File: src/include/ustf_defines.vh
// Register map, field positions, reset values and timing counts of the UART status flag block
// Behaviour
// - Complete flag set at reset, when idle
// - Complete clears on data, preamble, break
// - Complete reads 0 while transmitter busy
// - Receive full bit 5 set on load
// - Receive full clears by status, data read
// - IDLE bit 4 set after character-time high
// - Idle time is 10 or 11 bits
// - Clear count bit: count after start bit
// - Set count bit: count after stop bits
// - IDLE clears by reads, rearms on character
// - IDLE raised once per idle period
`ifndef USTF_DEFINES_VH
`define USTF_DEFINES_VH

// Byte addresses on the APB
`define USTF_ADDR_W 8
`define USTF_OFS_CTRL1 8'h00
`define USTF_OFS_STATUS 8'h04
`define USTF_OFS_CTRL2 8'h08
`define USTF_OFS_DATA 8'h0C
`define USTF_OFS_IRQ_STAT 8'h10
`define USTF_OFS_IRQ_MASK 8'h14

// Line status register fields
`define USTF_ST_TX_EMPTY 7
`define USTF_ST_TX_DONE 6
`define USTF_ST_RX_FULL 5
`define USTF_ST_IDLE 4

// First control register fields
`define USTF_CR1_LONG_FRAME 4
`define USTF_CR1_IDLE_AFTER_STOP 2

// Second control register fields
`define USTF_C2_TX_ON 3
`define USTF_C2_BREAK 0

// Interrupt status and mask fields
`define USTF_IRQ_TX_DONE 0
`define USTF_IRQ_RX_FULL 1
`define USTF_IRQ_IDLE 2
`define USTF_IRQ_W 3

// Reset values
`define USTF_RST_CTRL1 8'h00
`define USTF_RST_CTRL2 8'h00
`define USTF_RST_IRQ_MASK 3'h0

// Idle character time in bit times
`define USTF_IDLE_BITS_SHORT 4'hA
`define USTF_IDLE_BITS_LONG 4'hB

`endif

File: src/rtl/ustf_idle_det.v
// Idle-line detector: counts high bit times on the receive line
`timescale 1ns/10ps
`default_nettype none
`include "ustf_defines.vh"
module ustf_idle_det (
  // Clock and reset
  input wire clk_i,
  input wire rst_n_i,
  // Receive line and bit timebase
  input wire line_i,
  input wire tick_i,
  input wire start_i,
  input wire stop_i,
  input wire char_i,
  // Configuration
  input wire after_stop_i,
  input wire long_frame_i,
  // One-cycle idle event
  output reg idle_o
);
  reg [3:0] cnt;
  reg counting;
  reg armed;
  wire [3:0] target;
  wire [3:0] cnt_inc;

  assign target = long_frame_i ? `USTF_IDLE_BITS_LONG : `USTF_IDLE_BITS_SHORT;
  assign cnt_inc = cnt + 4'h1;

  // Counting window, count of high bit times and one-shot arming
  always @(posedge clk_i or negedge rst_n_i) begin
    if (!rst_n_i) begin
      cnt <= 4'h0;
      counting <= 1'b0;
      armed <= 1'b0;
      idle_o <= 1'b0;
    end else begin
      idle_o <= 1'b0;
      if (start_i) begin
        cnt <= 4'h0;
        counting <= !after_stop_i;
      end else if (stop_i && after_stop_i) begin
        cnt <= 4'h0;
        counting <= 1'b1;
      end else if (tick_i && counting) begin
        if (!line_i) begin
          cnt <= 4'h0;
        end else if (cnt_inc == target) begin
          // Stop counting so a long idle line cannot raise a second event
          counting <= 1'b0;
          cnt <= 4'h0;
          if (armed) begin
            idle_o <= 1'b1;
            armed <= 1'b0;
          end
        end else begin
          cnt <= cnt_inc;
        end
      end
      // A new character rearms; set wins over the disarm above
      if (char_i) begin
        armed <= 1'b1;
      end
    end
  end
endmodule // ustf_idle_det
`default_nettype wire

File: src/rtl/ustf_sync2.v
// Two flip-flop synchroniser for a level arriving from outside the clock domain
`timescale 1ns/10ps
`default_nettype none
module ustf_sync2 #(
  parameter RESET_VAL = 1'b0
) (
  // Clock and reset
  input wire clk_i,
  input wire rst_n_i,
  // Asynchronous level in, synchronised level out
  input wire async_i,
  output wire sync_o
);
  reg stage1;
  reg stage2;

  // Stage one feeds stage two only, to let metastability settle
  always @(posedge clk_i or negedge rst_n_i) begin
    if (!rst_n_i) begin
      stage1 <= 1'b0;
      stage2 <= 1'b0;
      if (RESET_VAL) begin
        stage1 <= 1'b1;
        stage2 <= 1'b1;
      end
    end else begin
      stage1 <= async_i;
      stage2 <= stage1;
    end
  end

  assign sync_o = stage2;
endmodule // ustf_sync2
`default_nettype wire

File: src/rtl/ustf_top.v
// UART status flags: transmit complete, receive full and idle line, behind an APB slave
//
// The APB interface to the registers and the register addresses are this design's own decisions.
`timescale 1ns/10ps
`default_nettype none
`include "ustf_defines.vh"
module ustf_top (
  // Clock and reset
  input wire CLK_I,
  input wire RESET_N_I,
  // APB slave
  input wire PSEL_I,
  input wire PENABLE_I,
  input wire PWRITE_I,
  input wire [`USTF_ADDR_W-1:0] PADDR_I,
  input wire [31:0] PWDATA_I,
  output reg [31:0] PRDATA_O,
  output reg PREADY_O,
  output reg PSLVERR_O,
  // Transmit shifter side
  input wire TX_LOAD_I,
  input wire TX_BUSY_I,
  output reg [7:0] TX_DATA_O,
  output reg TX_FULL_O,
  output reg TX_PREAMBLE_O,
  output reg TX_BREAK_O,
  // Receive shifter side
  input wire BIT_TICK_I,
  input wire RX_START_I,
  input wire RX_STOP_I,
  input wire RX_LOAD_I,
  input wire [7:0] RX_DATA_I,
  input wire RXD_I,
  // Interrupt
  output reg IRQ_O
);
  // Reset synchroniser: asserts at once, releases after two edges
  reg rst_meta;
  reg rst_n;

  always @(posedge CLK_I or negedge RESET_N_I) begin
    if (!RESET_N_I) begin
      rst_meta <= 1'b0;
      rst_n <= 1'b0;
    end else begin
      rst_meta <= 1'b1;
      rst_n <= rst_meta;
    end
  end

  // Flag life cycle, as software sees it through the line status register:
  //   tx_empty    - set at reset and when the shifter takes the buffer;
  //                 a data write clears it only after a status read saw it set
  //   tx_complete - set at reset and when the transmitter falls idle with an
  //                 empty buffer; forced low while the shifter is busy
  //   rx_full     - set when a character lands in the receive data register
  //   idle        - set once per idle period after a received character
  // Every clear except the busy force needs a status read that returned the flag set, followed by
  // the matching data access, or a preamble or break write for tx_complete. The pending read is kept per flag, so a flag
  // that rises after the status read cannot be cleared by accident.

  // Flags and registers
  reg tx_empty;
  reg tx_complete;
  reg rx_full;
  reg idle;
  reg seen_tx_empty;
  reg seen_tx_complete;
  reg seen_rx_full;
  reg seen_idle;
  reg [7:0] ctrl1;
  reg [7:0] ctrl2;
  reg [7:0] rx_data;
  reg [`USTF_IRQ_W-1:0] irq_stat;
  reg [`USTF_IRQ_W-1:0] irq_mask;
  reg [7:0] status_snap;
  reg tx_done_prev;

  wire rxd_sync;
  wire idle_event;

  // Receive pin crosses into the clock domain; idle level is high
  ustf_sync2 #(
    .RESET_VAL(1'b1)
  ) u_rxd_sync (
    .clk_i(CLK_I),
    .rst_n_i(rst_n),
    .async_i(RXD_I),
    .sync_o(rxd_sync)
  );

  ustf_idle_det u_idle_det (
    .clk_i(CLK_I),
    .rst_n_i(rst_n),
    .line_i(rxd_sync),
    .tick_i(BIT_TICK_I),
    .start_i(RX_START_I),
    .stop_i(RX_STOP_I),
    .char_i(RX_LOAD_I),
    .after_stop_i(ctrl1[`USTF_CR1_IDLE_AFTER_STOP]),
    .long_frame_i(ctrl1[`USTF_CR1_LONG_FRAME]),
    .idle_o(idle_event)
  );

  // Status register image; bits this block does not hold read as zero
  function [7:0] status_word;
    input f_tx_empty;
    input f_tx_complete;
    input f_rx_full;
    input f_idle;
    begin
      status_word = 8'h00;
      status_word[`USTF_ST_TX_EMPTY] = f_tx_empty;
      status_word[`USTF_ST_TX_DONE] = f_tx_complete;
      status_word[`USTF_ST_RX_FULL] = f_rx_full;
      status_word[`USTF_ST_IDLE] = f_idle;
    end
  endfunction

  // Address decode, used only in the setup cycle to set the error flag
  function mapped;
    input [`USTF_ADDR_W-1:0] a;
    begin
      mapped = (a == `USTF_OFS_CTRL1) || (a == `USTF_OFS_STATUS) ||
               (a == `USTF_OFS_CTRL2) || (a == `USTF_OFS_DATA) ||
               (a == `USTF_OFS_IRQ_STAT) || (a == `USTF_OFS_IRQ_MASK);
    end
  endfunction

  // Bus phases: setup captures read data, access edge carries side effects.
  // Side effects wait for the access edge, so a transfer that is still in
  // its setup cycle leaves every flag and pending read untouched.
  wire setup = PSEL_I && !PENABLE_I;
  wire access = PSEL_I && PENABLE_I && PREADY_O;
  wire wr = access && PWRITE_I;
  wire rd = access && !PWRITE_I;
  wire wr_data = wr && (PADDR_I == `USTF_OFS_DATA);
  wire wr_ctrl2 = wr && (PADDR_I == `USTF_OFS_CTRL2);
  wire rd_status = rd && (PADDR_I == `USTF_OFS_STATUS);
  wire rd_data = rd && (PADDR_I == `USTF_OFS_DATA);
  wire rd_irq = rd && (PADDR_I == `USTF_OFS_IRQ_STAT);

  // Transmit-side events
  // Only a 0 to 1 change of tx_on queues a preamble; rewriting a set bit
  // queues nothing and so clears nothing.
  wire tx_on_rise = wr_ctrl2 && PWDATA_I[`USTF_C2_TX_ON] && !ctrl2[`USTF_C2_TX_ON];
  wire break_write = wr_ctrl2 && PWDATA_I[`USTF_C2_BREAK];
  wire tx_done = tx_empty && !TX_BUSY_I;
  wire done_set = tx_done && !tx_done_prev;
  wire done_clr = seen_tx_complete && (wr_data || tx_on_rise || break_write);

  // APB handshake: one wait state, so every answer comes from a flip-flop.
  // The status image is frozen in the setup cycle; the pending reads are
  // taken from that frozen copy, so software clears exactly what it saw.
  always @(posedge CLK_I or negedge rst_n) begin
    if (!rst_n) begin
      PREADY_O <= 1'b0;
      PSLVERR_O <= 1'b0;
      PRDATA_O <= 32'h0000_0000;
      status_snap <= 8'h00;
    end else begin
      PREADY_O <= PSEL_I && PENABLE_I && !PREADY_O;
      if (setup) begin
        PSLVERR_O <= !mapped(PADDR_I);
        status_snap <= status_word(tx_empty, tx_complete, rx_full, idle);
        case (PADDR_I)
          `USTF_OFS_CTRL1: PRDATA_O <= {24'h00_0000, ctrl1};
          `USTF_OFS_STATUS: PRDATA_O <= {24'h00_0000,
                                         status_word(tx_empty, tx_complete, rx_full, idle)};
          `USTF_OFS_CTRL2: PRDATA_O <= {24'h00_0000, ctrl2};
          `USTF_OFS_DATA: PRDATA_O <= {24'h00_0000, rx_data};
          `USTF_OFS_IRQ_STAT: PRDATA_O <= {29'h0000_0000, irq_stat};
          `USTF_OFS_IRQ_MASK: PRDATA_O <= {29'h0000_0000, irq_mask};
          default: PRDATA_O <= 32'h0000_0000;
        endcase
      end else if (access) begin
        PSLVERR_O <= 1'b0;
      end
    end
  end

  // Control registers; status offset ignores writes
  always @(posedge CLK_I or negedge rst_n) begin
    if (!rst_n) begin
      ctrl1 <= `USTF_RST_CTRL1;
      ctrl2 <= `USTF_RST_CTRL2;
      irq_mask <= `USTF_RST_IRQ_MASK;
      TX_DATA_O <= 8'h00;
    end else if (wr) begin
      case (PADDR_I)
        `USTF_OFS_CTRL1: ctrl1 <= PWDATA_I[7:0];
        `USTF_OFS_CTRL2: ctrl2 <= PWDATA_I[7:0];
        `USTF_OFS_DATA: TX_DATA_O <= PWDATA_I[7:0];
        `USTF_OFS_IRQ_MASK: irq_mask <= PWDATA_I[`USTF_IRQ_W-1:0];
        default: ctrl1 <= ctrl1;
      endcase
    end
  end

  // Transmit side: buffer flag, complete flag and shifter requests.
  // Limitation: the complete flag only sets on the idle edge, so a preamble
  // or break that the shifter never starts leaves it low until the shifter
  // has run once more.
  always @(posedge CLK_I or negedge rst_n) begin
    if (!rst_n) begin
      tx_empty <= 1'b1;
      tx_complete <= 1'b1;
      tx_done_prev <= 1'b1;
      TX_FULL_O <= 1'b0;
      TX_PREAMBLE_O <= 1'b0;
      TX_BREAK_O <= 1'b0;
    end else begin
      tx_done_prev <= tx_done;
      // Shifter taking the buffer wins over a clearing write
      if (TX_LOAD_I) begin
        tx_empty <= 1'b1;
      end else if (wr_data && seen_tx_empty) begin
        tx_empty <= 1'b0;
      end
      if (TX_LOAD_I) begin
        TX_FULL_O <= 1'b0;
      end else if (wr_data) begin
        TX_FULL_O <= 1'b1;
      end
      // Busy forces zero; the idle edge sets and beats a clear
      if (TX_BUSY_I) begin
        tx_complete <= 1'b0;
      end else if (done_set) begin
        tx_complete <= 1'b1;
      end else if (done_clr) begin
        tx_complete <= 1'b0;
      end
      TX_PREAMBLE_O <= tx_on_rise;
      if (wr_ctrl2) begin
        TX_BREAK_O <= PWDATA_I[`USTF_C2_BREAK];
      end
    end
  end

  // Receive side: data register, full flag and idle flag.
  // A new character wins over a clearing data read in the same cycle, so a
  // character can never land unannounced.
  always @(posedge CLK_I or negedge rst_n) begin
    if (!rst_n) begin
      rx_data <= 8'h00;
      rx_full <= 1'b0;
      idle <= 1'b0;
    end else begin
      if (RX_LOAD_I) begin
        rx_data <= RX_DATA_I;
      end
      if (RX_LOAD_I) begin
        rx_full <= 1'b1;
      end else if (rd_data && seen_rx_full) begin
        rx_full <= 1'b0;
      end
      if (idle_event) begin
        idle <= 1'b1;
      end else if (rd_data && seen_idle) begin
        idle <= 1'b0;
      end
    end
  end

  // Pending status reads, one per flag, consumed by the matching data access.
  // A fresh status read replaces all four, so a stale read cannot linger
  // behind a newer one that saw the flag low.
  always @(posedge CLK_I or negedge rst_n) begin
    if (!rst_n) begin
      seen_tx_empty <= 1'b0;
      seen_tx_complete <= 1'b0;
      seen_rx_full <= 1'b0;
      seen_idle <= 1'b0;
    end else begin
      if (rd_status) begin
        seen_tx_empty <= status_snap[`USTF_ST_TX_EMPTY];
        seen_tx_complete <= status_snap[`USTF_ST_TX_DONE];
        seen_rx_full <= status_snap[`USTF_ST_RX_FULL];
        seen_idle <= status_snap[`USTF_ST_IDLE];
      end else begin
        // Each data access uses up only its own pending reads
        if (wr_data) begin
          seen_tx_empty <= 1'b0;
        end
        if (done_clr) begin
          seen_tx_complete <= 1'b0;
        end
        if (rd_data) begin
          seen_rx_full <= 1'b0;
          seen_idle <= 1'b0;
        end
      end
    end
  end

  // Sticky events; a read clears only what it returned, so a new set survives.
  // The interrupt output lags the status by one cycle because it comes
  // straight from a flip-flop.
  always @(posedge CLK_I or negedge rst_n) begin
    if (!rst_n) begin
      irq_stat <= 3'h0;
      IRQ_O <= 1'b0;
    end else begin
      irq_stat <= (irq_stat & ~(rd_irq ? PRDATA_O[`USTF_IRQ_W-1:0] : 3'h0)) |
                  {idle_event, RX_LOAD_I, done_set};
      IRQ_O <= |(irq_stat & irq_mask);
    end
  end
endmodule // ustf_top
`default_nettype wire

File: config.mk
export PLATFORM = sky130hd
export DESIGN_NAME = ustf_top
export DESIGN_NICKNAME = d
export VERILOG_FILES = /design/src/rtl/ustf_idle_det.v /design/src/rtl/ustf_sync2.v /design/src/rtl/ustf_top.v
export VERILOG_INCLUDE_DIRS = /design/src /design/src/include
export SDC_FILE = /design/constraint.sdc
export NUM_CORES = 1
export LEC_CHECK = 0
export BUFFER_PORTS_ARGS = -buffer_cell sky130_fd_sc_hd__buf_2
export CAP_MARGIN = 20
export CELL_PAD_IN_SITES_DETAIL_PLACEMENT = 1
export CELL_PAD_IN_SITES_GLOBAL_PLACEMENT = 1
export CORE_MARGIN = 5
export CORE_UTILIZATION = 43
export DETAILED_ROUTE_END_ITERATION = 6
export PLACE_DENSITY = 0.84
export SLEW_MARGIN = 30
export SYNTH_ARGS = -nofsm -noshare
export SYNTH_HDL_FRONTEND = slang
export SYNTH_HIERARCHICAL = 1
export SYNTH_SLANG_ARGS = --single-unit
File: constraint.sdc
create_clock -name CLK_I -period 7.55 [get_ports CLK_I]
set_clock_uncertainty 0.15 [all_clocks]
set_input_delay 0.755 -clock CLK_I [delete_from_list [all_inputs] [get_ports CLK_I]]
set_output_delay 0.755 -clock CLK_I [all_outputs]
set_load 0.02 [all_outputs]
==> results.md, run 1 <==
- Status: completed
- RSZ-0062 raised after global routing: false
- CP Data Required Time: 7.64 ns
- Chip Width: 101 um
- Min-Delay Path Class: input pin to async pin
- Worst-Margin Slew: 0.906 ns
- Crit share post-route: 34.8%
- Layout cell share with drive strength beyond 1: 41.1%
- H-tree depth: 3
- Routed vias: 2368
- Std cell rows: 33
- Worst reg-to-reg path cell count: 3
- Number of global-route vias before repair: 2435
- Crit end category: flop
- Max Clk Rate: 380 MHz
- Endpoints failing hold: 0
- Critical Path Start Type: input pin
- Post-synth top flop: dfrtp_1
- Initial Util: 43.6%
- NumNets Final: 404
- First-pass GRT wire length: 13.0 mm
- Tmin final: 2.63 ns
- Synth area leader: dfrtp_1
- Static leakage: 1.97 nW
- IR drop worst, VDD: 0.000125 V
- Largest net degree at the start of global routing: 74
- Grt ovf: 0
- Clock latency on the worst-skew pair: 0.36 ns
- Seq/Total Area, Yosys: 53.4%
- Routability cong.: 0.760
- Post-synthesis cell area: 3520 um2
- Worst-path fanout max: 16
- Mean routed wirelength per cell: 18.0 um
- Final wirelength: 8.15 mm
- # hold bufs at CTS: 0
- Die extent in y: 101 um
- CTS Sinks: 75
- Synth top cells by count: 70 x dfrtp_1, 41 x mux2_2, 24 x buf_4, 17 x nand2_1, 12 x inv_1
- Post-CTS sizing: 0
- Post-CTS Setup Bufs: 0
- Power per standard cell area: 214 nW/um2
- Post-Synthesis Cells: 285
- Pre-antenna DRT Iters: 4
- Total clock buffers created by CTS: 9
- Iter 0 DRT Violations: 99
- Setup TNS: 0 ns
- Vias/cell: 5.23
- Yosys reg bits: 75
- Routed Antenna Nets: 0
- Root Buffer: clkbuf_8
- Longest Clk Path Bufs: 2
- Total of warnings raised by yosys: 6
- CTS tree: done
- CTS clk-pin slew, worst paths: 0.08 ns
- Cell with the most instances after synthesis: dfrtp_1
- Max Cap Viol: 0
- Synth area leaders: dfrtp_1 50%, mux2_2 13%, buf_4 5.1%
- Area share of the largest cell type after synthesis: 49.7%
- Post-synth cell types: 55
- Mean Syn Cell Area: 12.4 um2
- Reg2reg end: TX_DATA_O[7]
- Initial antenna violation count: 0
- GRT Util Overall: 16.9%
- Post-route core utilization: 50.2%
- Area Growth Syn to Fin: 15.2%
- DIE AREA: 10100 um2
- Synth async-reset ratio: 100%
- Post-synth EDFFs: 0
- DRC errors left: 0
- # diodes: 0
- Worst R2R Start: PREADY_O
- Final setup violation count: 0
- R2r setup slk: 5.32 ns
- Buffers on Ports: 57
- Slew Viols, Final: 0
- Core area: 8090 um2
- # IOs: 106
- Max-slew headroom at the worst pin: 39.4%
- Hold WS: 0.0154 ns
- Critical Path AT: 2.71 ns
- DP Wirelength: 5.57 mm
- Critical path class: input pin to flop
## worst max-delay path, cell delays in order
cell and delay, ns:
buf_2 0.30, nor4b_2 0.33, nand4_1 0.76, mux2_2 0.56
## layout by cell type, fill, tap and decap left out, types with 5 or more instances in the layout
cell,netlist,final
mux2_2,41,41
buf_2,3,57
o21ai_0,9,9
nor2_1,5,5
dfrtp_1,70,69
mux2i_1,7,7
nand2b_1,7,7
conb_1,2,25
nand2_1,17,17
clkbuf_8,0,10
inv_1,12,12
nand3_1,7,7
dfstp_2,5,5
nor3_1,5,5
## through the flow
stage                     instance area, um2  instances  total power, W  setup slack (ns)
final                                   4060        453        0.000869              4.92
after detailed placement                3810        437        0.000492              4.57
after floorplan                         3610        308        0.000477              5.17
after CTS                               4060        453        0.000876              4.93
after global placement                  3810        437        0.000489              4.60
after global routing                    4060        453        0.000902              4.84
## final cells by class
class	instances	area, um2
fillers	884	4030
flip-flops and latches	75	1880
multi-input cells	187	1450
repair buffers	58	297
clock buffers	10	138
well taps	105	131
clock inverters	6	111
inverters	12	45.0
## cells by family (layout without fill, tap and decap cells)
kind of cell             after synthesis  after routing  synth area share [%]
other                                  2             25                 0.213
multiplexers                          52             52                  17.6
buffers and inverters                 46             86                  7.77
AND/OR/NAND/NOR                       67             67                  12.2
adder cells (fa/ha/maj)                1              1                 0.355
XOR/XNOR                               2              2                 0.710
AO/OA/AOI/OAI                         40             40                  7.67
flip-flops                            75             75                  53.4
## power breakdown
group / internal (W) / switching, W / total, W
Combinational: 0.0000226 / 0.0000445 / 0.0000672
Clock: 0.000229 / 0.000156 / 0.000385
Sequential: 0.000412 / 0.00000574 / 0.000417
Total: 0.000663 / 0.000206 / 0.000869
## sequential cells by signal, indices dropped and copies added, names as in the netlist, 3 cells and up
signal	flops
irq_mask	3
TX_DATA_O	8
u_idle_det/cnt	4
status_snap	4
irq_stat	3
PRDATA_O	8
ctrl1	8
rx_data	8
ctrl2	8
## metal layers
metal | GRT usage (%) | vias up | wire (um)
met3 | 4.43 | 14 | 533
met1 | 21.4 | 1202 | 3430
met4 | 6.53 | 0 | 157
met2 | 27.8 | 75 | 4030
li1 | - | 1077 | -
met5 | 0 | - | 0
## how the worst max path moves through the flow
stage | startpoint | slack (ns) | to
6_report | PADDR_I[3] | 4.92 | TX_DATA_O[7]
5_1_grt | PADDR_I[3] | 4.84 | TX_DATA_O[2]
4_1_cts | PADDR_I[3] | 4.93 | TX_DATA_O[7]
3_5_place_dp | PADDR_I[3] | 4.57 | TX_DATA_O[7]
3_3_place_gp | PADDR_I[3] | 4.60 | TX_DATA_O[0]
2_1_floorplan | rst_n | 5.17 | IRQ_O
No activity file was read; power rests on OpenSTA's default activity.
==> run 2: changes to the inputs <==
--- a/config.mk
+++ b/config.mk
@@ -6,14 +6,15 @@
 export SDC_FILE = /design/constraint.sdc
 export NUM_CORES = 1
 export LEC_CHECK = 0
+export ABC_AREA = 1
 export BUFFER_PORTS_ARGS = -buffer_cell sky130_fd_sc_hd__buf_2
 export CAP_MARGIN = 20
 export CELL_PAD_IN_SITES_DETAIL_PLACEMENT = 1
 export CELL_PAD_IN_SITES_GLOBAL_PLACEMENT = 1
 export CORE_MARGIN = 5
-export CORE_UTILIZATION = 43
+export CORE_UTILIZATION = 37
 export DETAILED_ROUTE_END_ITERATION = 6
-export PLACE_DENSITY = 0.84
+export PLACE_DENSITY = 0.79
 export SLEW_MARGIN = 30
 export SYNTH_ARGS = -nofsm -noshare
 export SYNTH_HDL_FRONTEND = slang
==> constraint.sdc (replaced) <==
create_clock -name CLK_I -period 2.55 [get_ports CLK_I]
set_clock_uncertainty 0.15 [all_clocks]
set_input_delay 0.255 -clock CLK_I [delete_from_list [all_inputs] [get_ports CLK_I]]
set_output_delay 0.255 -clock CLK_I [all_outputs]
set_load 0.02 [all_outputs]
==> run 2 against run 1 <==
Against the previous run:
- power increased to 2.9 times the previous value
- critical endpoint is now seen_tx_empty
- worst hold slack gained 0.017 ns
- global-route usage down 0.13 points
- core utilization shrank 4.3 points
- clock power grew to 2.6 times the previous value
==> results.md, run 2 <==
- Endpoints failing hold: 0
- NumNets Final: 556
- Post-synth cell types: 27
- Buffers on Ports: 57
- CTS tree: done
- Routability cong.: 0.820
- DP Wirelength: 6.82 mm
- Routed vias: 2952
- Area Growth Syn to Fin: 20.2%
- Most common cell after layout, fill and taps aside: nand2_1
- Area share of the largest cell type after synthesis: 49.5%
- Yosys reg bits: 75
- Mean routed wirelength per cell: 14.6 um
- Post-CTS Setup Bufs: 0
- Number of global-route vias before repair: 3183
- Total of warnings raised by yosys: 6
- Initial antenna violation count: 0
- Power per standard cell area: 582 nW/um2
- Worst-Margin Slew: 0.536 ns
- Worst R2R Start: PREADY_O
- Synth area leader: dfrtp_1
- Iter 0 DRT Violations: 117
- Largest net degree at the start of global routing: 67
- Hold_sp: RX_START_I
- Reg2reg end: seen_tx_empty
- Min-Delay Path Class: input pin to flop
- Chip Width: 108 um
- CTS clk-pin slew, worst paths: 0.08 ns
- Crit end category: flop
- Static leakage: 2.24 nW
- Max-slew headroom at the worst pin: 64.2%
- Synth top cells by count: 132 x nand2_1, 70 x dfrtp_1, 49 x inv_1, 37 x o21ai_0, 33 x nand3_1
- Initial Util: 38.1%
- Root Buffer: clkbuf_8
- Layout cell share with drive strength beyond 1: 21.6%
- Crit path from: PSEL_I
- Status: completed
- R2r setup slk: 0.75 ns
- CTS Sinks: 75
- Cells after DPL: 598
- Tmin final: 1.98 ns
- Routed Antenna Nets: 0
- Clock latency on the worst-skew pair: 0.35 ns
- Longest Clk Path Bufs: 2
- Min-Delay Path Depth: 4
- Mean Syn Cell Area: 8.49 um2
- Final wirelength: 9.18 mm
- Die extent in y: 108 um
- Grt ovf: 0
- Max Cap Viol: 0
- RSZ-0062 raised after global routing: false
- Cell with the most instances after synthesis: nand2_1
- DRC errors left: 0
- Crit share post-route: 77.7%
- Critical path class: input pin to flop
- Worst reg-to-reg path cell count: 5
- Post-Synthesis Cells: 417
- # IOs: 106
- Synth async-reset ratio: 100%
- Layout Cells excl Fill: 629
- Pre-antenna DRT Iters: 4
- Critical Path Start Type: input pin
- IR drop worst, VDD: 0.000339 V
- Most frequent cells in the layout: 132 x nand2_1, 69 x dfrtp_1, 57 x buf_2
- Vias/cell: 4.69
- Core area: 9280 um2
- Setup TNS: 0 ns
- Max Clk Rate: 505 MHz
- Post-synth EDFFs: 0
- Seq/Total Area, Yosys: 53.2%
- CP Data Required Time: 2.63 ns
- Std cell rows: 35
- GRT Util Overall: 16.8%
- Synth area leaders: dfrtp_1 50%, nand2_1 14%, buf_4 5.3%
- H-tree depth: 3
- DIE AREA: 11600 um2
- Critical Path AT: 2.06 ns
- First-pass GRT wire length: 15.2 mm
- # diodes: 0
- Worst-path fanout max: 6
- Post-route core utilization: 45.8%
- Hold Path Sink: u_idle_det/counting
- Final setup violation count: 0
- Slew Viols, Final: 0
- Post-synth top flop: dfrtp_1
- Total clock buffers created by CTS: 9
- Post-synthesis cell area: 3540 um2
==> run 2: layer usage <==
| layer | global-route usage (%) | up-vias | wire (um) |
|---|---|---|---|
| li1 | - | 1421 | - |
| met5 | 0 | - | 0 |
| met4 | 4.51 | 0 | 77 |
| met3 | 3.48 | 7 | 456 |
| met1 | 21.5 | 1459 | 4130 |
| met2 | 28.8 | 65 | 4520 |
==> run 2: cell type report <==
cell class	count	area, um2
clock buffer	11	141
tap	129	161
inverter	52	195
fill	1163	5030
timing repair buffer	74	463
sequential	75	1880
clock inverter	5	77.6
multi-input combinational	283	1330
==> run 2: power breakdown <==
part | switching (W) | internal, W | total (W)
clock | 0.000449 | 0.000575 | 0.00102
sequential | 0.0000196 | 0.00122 | 0.00124
combinational | 0.000145 | 0.0000651 | 0.000210
==> run 2: worst max-delay path by stage <==
stage | end | cells after the start
6_report | seen_tx_empty | 7
5_1_grt | seen_rx_full | 7
4_1_cts | seen_tx_empty | 7
3_5_place_dp | tx_complete | 9
3_3_place_gp | tx_complete | 9
2_1_floorplan | IRQ_O | 0
==> run 2: kinds of logic after synthesis <==
group                      share of synthesized area (%)
adders and majority gates                          0.354
AOI/OAI and AO/OA                                   9.83
buffers and inverters                               11.6
other                                              0.212
DFF                                                 53.2
and+or+nand+nor                                     24.8
==> run 2: worst max-delay path, cell delays in order <==
cell and delay, ns:
dlygate4sd3_1 0.52, buf_2 0.12, nand3_1 0.16, nor2_1 0.44, nand3_1 0.30, nand3_1 0.16
o21ai_0 0.09
==> run 2: what timing repair did <==
| action | in CTS | in global routing |
|---|---|---|
| gates resized for setup | 0 | 0 |
| hold buffers | 15 | 0 |
| endpoints found under the hold margin | 21 | 0 |
==> run 2: metrics by stage <==
step	hold WS, ns	area [um2]	setup slack, ns	total power (W)
2_1_floorplan	-0.191	3620	0.165	0.00141
3_3_place_gp	-0.109	3880	0.623	0.00145
3_5_place_dp	-0.108	3880	0.526	0.00146
4_1_cts	0.0226	4250	0.627	0.00250
5_1_grt	0.0338	4250	0.499	0.00258
6_report	0.0322	4250	0.569	0.00248
